$ cat src/logic/autoneg_result_pkg.sv
// Shared constants and carriers for the negotiation result register
package autoneg_result_pkg;

  // Register map
  localparam logic [4:0]  RESULT_REG_OFFSET   = 5'h11;
  localparam int          REG_ADDR_W          = 5;
  localparam int          REG_DATA_W          = 16;

  // Field positions
  localparam int          FLAGS_MSB           = 15;
  localparam int          FLAGS_LSB           = 12;
  localparam int          RESERVED_MSB        = 11;
  localparam int          RESERVED_LSB        = 9;
  localparam int          ADDRESS_MSB         = 8;
  localparam int          ADDRESS_LSB         = 4;
  localparam int          MONITOR_MSB         = 3;
  localparam int          MONITOR_LSB         = 0;

  // Values after reset
  localparam logic [3:0]  FLAGS_RESET         = 4'hf;
  localparam logic [2:0]  RESERVED_VALUE      = 3'h0;
  localparam logic [3:0]  MONITOR_RESET       = 4'h0;
  localparam logic [4:0]  ADDRESS_PRESET      = 5'h00;

  // One-hot flag values, highest bit first
  localparam logic [3:0]  FLAG_FAST_FULL      = 4'h8;
  localparam logic [3:0]  FLAG_FAST_HALF      = 4'h4;
  localparam logic [3:0]  FLAG_SLOW_FULL      = 4'h2;
  localparam logic [3:0]  FLAG_SLOW_HALF      = 4'h1;

  // Negotiation monitor codes
  localparam logic [3:0]  MON_IDLE            = 4'h0;
  localparam logic [3:0]  MON_ABILITY_MATCH   = 4'h1;
  localparam logic [3:0]  MON_ACK_MATCH       = 4'h2;
  localparam logic [3:0]  MON_ACK_FAIL        = 4'h3;
  localparam logic [3:0]  MON_CONSIST_MATCH   = 4'h4;
  localparam logic [3:0]  MON_CONSIST_FAIL    = 4'h5;
  localparam logic [3:0]  MON_PARALLEL_READY  = 4'h6;
  localparam logic [3:0]  MON_PARALLEL_FAIL   = 4'h7;
  localparam logic [3:0]  MON_COMPLETE        = 4'h8;

  // Serial address length
  localparam logic [2:0]  ADDRESS_BITS        = 3'h5;

  typedef struct packed {
    logic speed_100;
    logic full_duplex;
  } an_result_s;

  typedef struct packed {
    logic [3:0] flags;
    logic [2:0] reserved;
    logic [4:0] address;
    logic [3:0] monitor;
  } result_reg_s;

  // Resolved mode to one-hot flags
  function automatic logic [3:0] flags_of(input an_result_s res);
    logic [3:0] f;
    f = '0;
    case ({res.speed_100, res.full_duplex})
      2'b11:   f = FLAG_FAST_FULL; // see RULE1
      2'b10:   f = FLAG_FAST_HALF; // see RULE2
      2'b01:   f = FLAG_SLOW_FULL; // see RULE3
      default: f = FLAG_SLOW_HALF; // see RULE4
    endcase
    return f;
  endfunction : flags_of

endpackage : autoneg_result_pkg

$ cat src/logic/result_flag_latch.sv
// Speed and duplex result flags, loaded when negotiation completes in negotiation mode
module result_flag_latch
  import autoneg_result_pkg::*;
(
  // Clock and reset
  input  wire logic       i_core_clk,
  input  wire logic       i_rst,
  // Negotiation outcome
  input  wire logic       i_an_mode,
  input  wire logic       i_an_done,
  input  wire an_result_s i_an_result,
  // Flags
  output logic [3:0]      o_flags
);

  always_ff @(posedge i_core_clk or posedge i_rst) begin
    if (i_rst) begin
      o_flags <= FLAGS_RESET; // see RULE6
    end else if (i_an_done && i_an_mode) begin
      o_flags <= flags_of(i_an_result); // see RULE5
    end
  end

endmodule : result_flag_latch

$ cat src/logic/address_serial.sv
// Serial match and shift-out of the management address, high bit first
module address_serial
  import autoneg_result_pkg::*;
#(
  parameter int ADDR_W = 5
)(
  // Clock and reset
  input  wire logic              i_core_clk,
  input  wire logic              i_rst,
  // Own address
  input  wire logic [ADDR_W-1:0] i_address,
  // Incoming address bits
  input  wire logic              i_rx_start,
  input  wire logic              i_rx_valid,
  input  wire logic              i_rx_bit,
  // Outgoing address bits
  input  wire logic              i_tx_load,
  input  wire logic              i_tx_shift,
  // Results
  output logic                   o_match,
  output logic                   o_tx_bit
);

  if (ADDR_W != 5) begin : g_width_check
    $error("address_serial supports a five-bit address only");
  end

  logic [ADDR_W-1:0] rx_shift;
  logic [2:0]        rx_count;
  logic [ADDR_W-1:0] tx_shift;
  logic [ADDR_W-1:0] next_rx_shift;

  assign next_rx_shift = {rx_shift[ADDR_W-2:0], i_rx_bit};

  // Receive: first bit lands in the top position
  always_ff @(posedge i_core_clk or posedge i_rst) begin
    if (i_rst) begin
      rx_shift <= '0;
      rx_count <= '0;
      o_match  <= 1'b0;
    end else if (i_rx_start) begin
      rx_count <= '0;
      o_match  <= 1'b0;
    end else if (i_rx_valid && rx_count < ADDRESS_BITS) begin
      rx_shift <= next_rx_shift; // see RULE9
      rx_count <= rx_count + 3'h1;
      if (rx_count == ADDRESS_BITS - 3'h1) begin
        o_match <= (next_rx_shift == i_address);
      end
    end
  end

  // Transmit: top bit goes first
  always_ff @(posedge i_core_clk or posedge i_rst) begin
    if (i_rst) begin
      tx_shift <= '0;
      o_tx_bit <= 1'b0;
    end else if (i_tx_load) begin
      tx_shift <= i_address;
      o_tx_bit <= i_address[ADDR_W-1]; // see RULE9
    end else if (i_tx_shift) begin
      tx_shift <= {tx_shift[ADDR_W-2:0], 1'b0};
      o_tx_bit <= tx_shift[ADDR_W-2];
    end
  end
endmodule : address_serial

$ cat src/logic/autoneg_result_status.sv
// Negotiation result, management address and monitor register
// What this block does
// RULE1 - The top flag is 1 exactly when negotiation resolved to 100 Mb/s full duplex.
// RULE2 - The second flag is 1 exactly when negotiation resolved to 100 Mb/s half duplex.
// RULE3 - The third flag is 1 exactly when negotiation resolved to 10 Mb/s full duplex.
// RULE4 - The fourth flag is 1 exactly when negotiation resolved to 10 Mb/s half duplex.
// RULE5 - The four flags change only when negotiation completes and are read together as one result.
// RULE6 - The flags come up as all ones, cannot be written, and mean nothing outside negotiation mode.
// RULE7 - The three bits between flags and address read as zero and ignore writes.
// RULE8 - Bits 8 to 4 hold the writable management address, preset from the strap inputs.
// RULE9 - The address travels on the serial link top bit first, and the manager must know it.
// RULE10 - The low four bits show the negotiation monitor code, read-only, zero after reset, codes 0 to 8.
// RULE11 - Monitor codes 4 to 8 report consistency, parallel detection and successful completion.
// RULE12 - Reading the register changes nothing in it.
module autoneg_result_status
  import autoneg_result_pkg::*;
(
  // Clock and reset
  input  wire logic                  i_core_clk,
  input  wire logic                  i_rst,
  // Register port
  input  wire logic [REG_ADDR_W-1:0] i_reg_addr,
  input  wire logic [REG_DATA_W-1:0] i_reg_wdata,
  input  wire logic                  i_reg_wr,
  input  wire logic                  i_reg_rd,
  output logic      [REG_DATA_W-1:0] o_reg_rdata,
  // Negotiation engine
  input  wire logic                  i_an_mode,
  input  wire logic                  i_an_done,
  input  wire an_result_s            i_an_result,
  input  wire logic [3:0]            i_an_monitor,
  // Address straps
  input  wire logic [4:0]            i_address_strap,
  // Serial address path
  input  wire logic                  i_rx_start,
  input  wire logic                  i_rx_valid,
  input  wire logic                  i_rx_bit,
  input  wire logic                  i_tx_load,
  input  wire logic                  i_tx_shift,
  output logic                       o_addr_match,
  output logic                       o_tx_bit,
  // Live values
  output logic [3:0]                 o_result_flags,
  output logic [4:0]                 o_management_address
);

  logic        strap_pending;
  logic [3:0]  monitor_code;
  logic        reg_hit;
  result_reg_s reg_view;

  assign reg_hit = (i_reg_addr == RESULT_REG_OFFSET);

  // Result flags, loaded on completion only
  result_flag_latch u_flags (
    .i_core_clk  (i_core_clk),
    .i_rst       (i_rst),
    .i_an_mode   (i_an_mode),
    .i_an_done   (i_an_done),
    .i_an_result (i_an_result),
    .o_flags     (o_result_flags)
  ); // see RULE5

  // Strap capture after reset release; a write in that cycle wins
  always_ff @(posedge i_core_clk or posedge i_rst) begin
    if (i_rst) begin
      strap_pending        <= 1'b1;
      o_management_address <= ADDRESS_PRESET;
    end else begin
      strap_pending <= 1'b0;
      if (i_reg_wr && reg_hit) begin
        o_management_address <= i_reg_wdata[ADDRESS_MSB:ADDRESS_LSB]; // see RULE8
      end else if (strap_pending) begin
        o_management_address <= i_address_strap; // see RULE8
      end
    end
  end

  // Monitor code follows the engine; unknown codes are not taken
  always_ff @(posedge i_core_clk or posedge i_rst) begin
    if (i_rst) begin
      monitor_code <= MONITOR_RESET; // see RULE10
    end else if (i_an_monitor <= MON_COMPLETE) begin
      monitor_code <= i_an_monitor; // see RULE10 see RULE11
    end
  end

  always_comb begin
    reg_view.flags    = o_result_flags;
    reg_view.reserved = RESERVED_VALUE; // see RULE7
    reg_view.address  = o_management_address;
    reg_view.monitor  = monitor_code;
  end

  // Read data for one cycle only, no side effects
  always_ff @(posedge i_core_clk or posedge i_rst) begin
    if (i_rst) begin
      o_reg_rdata <= '0;
    end else if (i_reg_rd && reg_hit) begin
      o_reg_rdata <= reg_view; // see RULE12
    end else begin
      o_reg_rdata <= '0;
    end
  end

  address_serial #(
    .ADDR_W (5)
  ) u_serial (
    .i_core_clk (i_core_clk),
    .i_rst      (i_rst),
    .i_address  (o_management_address),
    .i_rx_start (i_rx_start),
    .i_rx_valid (i_rx_valid),
    .i_rx_bit   (i_rx_bit),
    .i_tx_load  (i_tx_load),
    .i_tx_shift (i_tx_shift),
    .o_match    (o_addr_match),
    .o_tx_bit   (o_tx_bit)
  ); // see RULE9
endmodule : autoneg_result_status

$ cat config.mk
export PLATFORM = sky130hd
export DESIGN_NAME = autoneg_result_status
export DESIGN_NICKNAME = d
export VERILOG_FILES = /design/src/logic/autoneg_result_pkg.sv /design/src/logic/result_flag_latch.sv /design/src/logic/address_serial.sv /design/src/logic/autoneg_result_status.sv
export SDC_FILE = /design/constraint.sdc
export NUM_CORES = 1
export LEC_CHECK = 0
export ABC_AREA = 1
export BUFFER_PORTS_ARGS = -buffer_cell sky130_fd_sc_hd__buf_2
export CAP_MARGIN = 20
export CORE_MARGIN = 3
export CORE_UTILIZATION = 51
export CTS_BUF_LIST = sky130_fd_sc_hd__clkbuf_8 sky130_fd_sc_hd__clkbuf_16
export DETAILED_ROUTE_END_ITERATION = 8
export PLACE_DENSITY = 0.83
export SYNTH_ARGS = -nofsm -noshare
export SYNTH_HDL_FRONTEND = slang
export SYNTH_SLANG_ARGS = --single-unit
$ cat constraint.sdc
create_clock -name i_core_clk -period 3.23 [get_ports i_core_clk]
set_clock_uncertainty 0.15 [all_clocks]
set_input_delay 0.646 -clock i_core_clk [delete_from_list [all_inputs] [get_ports i_core_clk]]
set_output_delay 0.646 -clock i_core_clk [all_outputs]
set_load 0.02 [all_outputs]
==> impl_metrics.toml <==
[synthesis]
synthAdderAreaFrac_pct = 1.40
synth_top_family_by_area = "simple AND/OR/NAND/NOR gates"
synth_cells = 207
ys_warn_count = 0
ys_seq_elements = 40
synth-xor-area-share_pct = 0.489
synthMuxAreaShare_pct = 0
syn_area_um2 = 1790
ys_types = 21
yosysTopAreaCell = "dfrtp_1"
yosys.area_share.simple_pct = 24.0
synth_top_area_share_pct = 48.9
yosys-top-cells-area = "dfrtp_1 (49%), nand2_1 (10%), inv_1 (8.4%), dfstp_2 (7.3%), o21ai_0 (5.0%)"
ys_seq_area_share_pct = 56.3
avgSynthCellArea_um2 = 8.65
synth_compound_area_share_pct = 7.34

[detailed_routing]
dr.pass1.iters = 4
wl_per_cell_um = 10.5
drc = 0
vias_per_cell = 4.72
drtAntennaViolNets = 0
drt_iter0_markers = 38
vias = 1481
totalWireLength_um = 3290

[timing]
finalCritPeriodShare_pct = 54.8
holdWs_ns = 0.319
fin_ws_ns = 1.46
rsz0062_at_grt = "no"
slew_viol_final = 0
setup_viol = 0
fmax_mhz = 565
hold_violations = 0
tns_ns = 0
finalCriticalPeriod_ns = 1.77

[floorplan]
io_pins = 70
core-area_um2 = 3200
die-area_um2 = 4260
die_y_um = 65.3
initial_utilization_pct = 55.9
die_x_um = 65.3
rows = 20

[critical_path]
crit_buf_inv = 1
slowest_delay_ns = 0.53
arrival_ns = 0.97
cp-end-kind = "output pin"
setup.worst_path.start_class = "register"
path_delay_family = "flip-flops"
cp_max_fo = 2
critPathKind = "register to output pin"
critPathRequiredTime_ns = 2.43
worstPathCellList = "buf_2"
cpMaxStageDelayCell = "dfstp_2"

[cts]
cts_resized = 0
numCtsBuffers = 5
insertion_delay_ns = 0.28
clkSinkCount = 40
postCtsSetupBuffers = 0
cts_max_path_buffers = 2
h-tree-depth = 2
clkTransAtPathRegs_ns = 0.07
cts_hold_buf = 0
cts_tree = "done"
cts-root-buf = "clkbuf_8"

[power]
p_clk_share_pct = 34.4
pwr-share-seq_pct = 51.3
power.leakage_nw = 1.27
power_frac_comb_pct = 14.3
ir_worst_vdd_v = 0.000344
powerDensity_nw_per_um2 = 500
power.switching_mw = 0.281
p_int_mw = 0.825
p_sw_share_pct = 25.4
power_mw = 1.11

[layout]
final_cell_mix = "buf_2 (55), nand2_1 (48), inv_1 (41)"
multi_input_area_um2 = 611
area_growth_syn_to_layout_pct = 23.6
postLayoutCoreUtil_pct = 69.1
regArea_um2 = 1010
fillCellCount = 282
diodes = 0
nNetsFinal = 314
layout_commonest_cell = "buf_2"
final_area_um2 = 2210
final_cell_count_no_fill = 314
drive_gt1_share_pct = 27.8

[placement]
dp_slack_ns = 1.35
gp_congestion = 0.791
hpwl_um = 2510
placed_cell_area_um2 = 2110
portBuffers = 55
place_inst = 306

[global_routing]
grt_max_degree = 41
gr-total-overflow = 0
antenna_found_initial = 0
grtUsageTotal_pct = 16.9
grt_pass1_vias = 1353
grt_first_pass_wirelength_um = 5560

[status]
outcome = "finished, final reports clean"

[job]
cap_violations = 0

[min_path]
hold_class = "primary input to asynchronous set/reset pin"
final cells by class:
type | count | area share [%]
timing repair buffer | 56 | 12.8
multi-input combinational | 126 | 27.6
inverter | 40 | 6.78
clock buffer | 5 | 3.11
clock inverter | 3 | 1.75
tap | 44 | 2.49
sequential | 40 | 45.5
metal layers:
metal,up-vias,routed length (um),global-route usage [%]
met1,667,1400,19.9
met3,6,234,4.79
met2,43,1610,29.8
li1,765,-,-
met4,0,39,4.92
met5,-,0,0
flip-flops by register name, summed over array words and instances (netlist names):
| name | count |
|---|---|
| u_serial.o_match | 1 |
| o_management_address | 5 |
| strap_pending | 1 |
| monitor_code | 4 |
| o_reg_rdata | 13 |
| u_serial.rx_count | 3 |
| u_serial.o_tx_bit | 1 |
| u_flags.o_flags | 4 |
| u_serial.tx_shift | 4 |
| u_serial.rx_shift | 4 |
logic make-up (layout without fill, tap and decap cells):
| logic type | Yosys count | after routing |
|---|---|---|
| other cells | 1 | 4 |
| buf+inv | 44 | 104 |
| simple gates | 94 | 94 |
| xor+xnor | 1 | 1 |
| flops | 40 | 40 |
| fa+ha+maj | 2 | 2 |
| compound gates | 25 | 25 |
worst paths after layout:
kind                                 startpoint  slack [ns]                   end  depth (start not counted)
setup / recovery             u_flags.o_flags[3]        1.46     o_result_flags[3]                          1
hold / removal                            i_rst        0.32       o_reg_rdata[13]                          3
setup reg to reg           u_serial.rx_count[0]        1.85  u_serial.rx_shift[3]                          6
hold reg to reg                 monitor_code[2]        0.34        o_reg_rdata[2]                          2
max in group asynchronous                 i_rst        2.26         strap_pending                          3
min in group i_core_clk         monitor_code[2]        0.34        o_reg_rdata[2]                          2
synthesized netlist by cell type:
cell     instances
a21oi_1          2
a31oi_1          1
buf_4            3
buf_6            1
conb_1           1
dfrtp_1         35
dfstp_2          5
ha_1             2
inv_1           40
nand2_1         48
nand3_1         12
nand3_2          2
nand4_1          7
nor2_1          18
nor2_2           3
nor2_4           1
nor3_1           2
nor3b_4          1
o21ai_0         18
o22ai_1          4
xor2_1           1
power by group through the flow:
stage	clock network [mW]	logic (mW)	registers, mW
global placement	0	0.156	0.575
CTS	0.391	0.161	0.567
finish	0.381	0.159	0.567
global route	0.416	0.182	0.573
floorplan	0	0.0881	0.590
detailed placement	0	0.159	0.577
No activity file was read; power rests on OpenSTA's default activity.
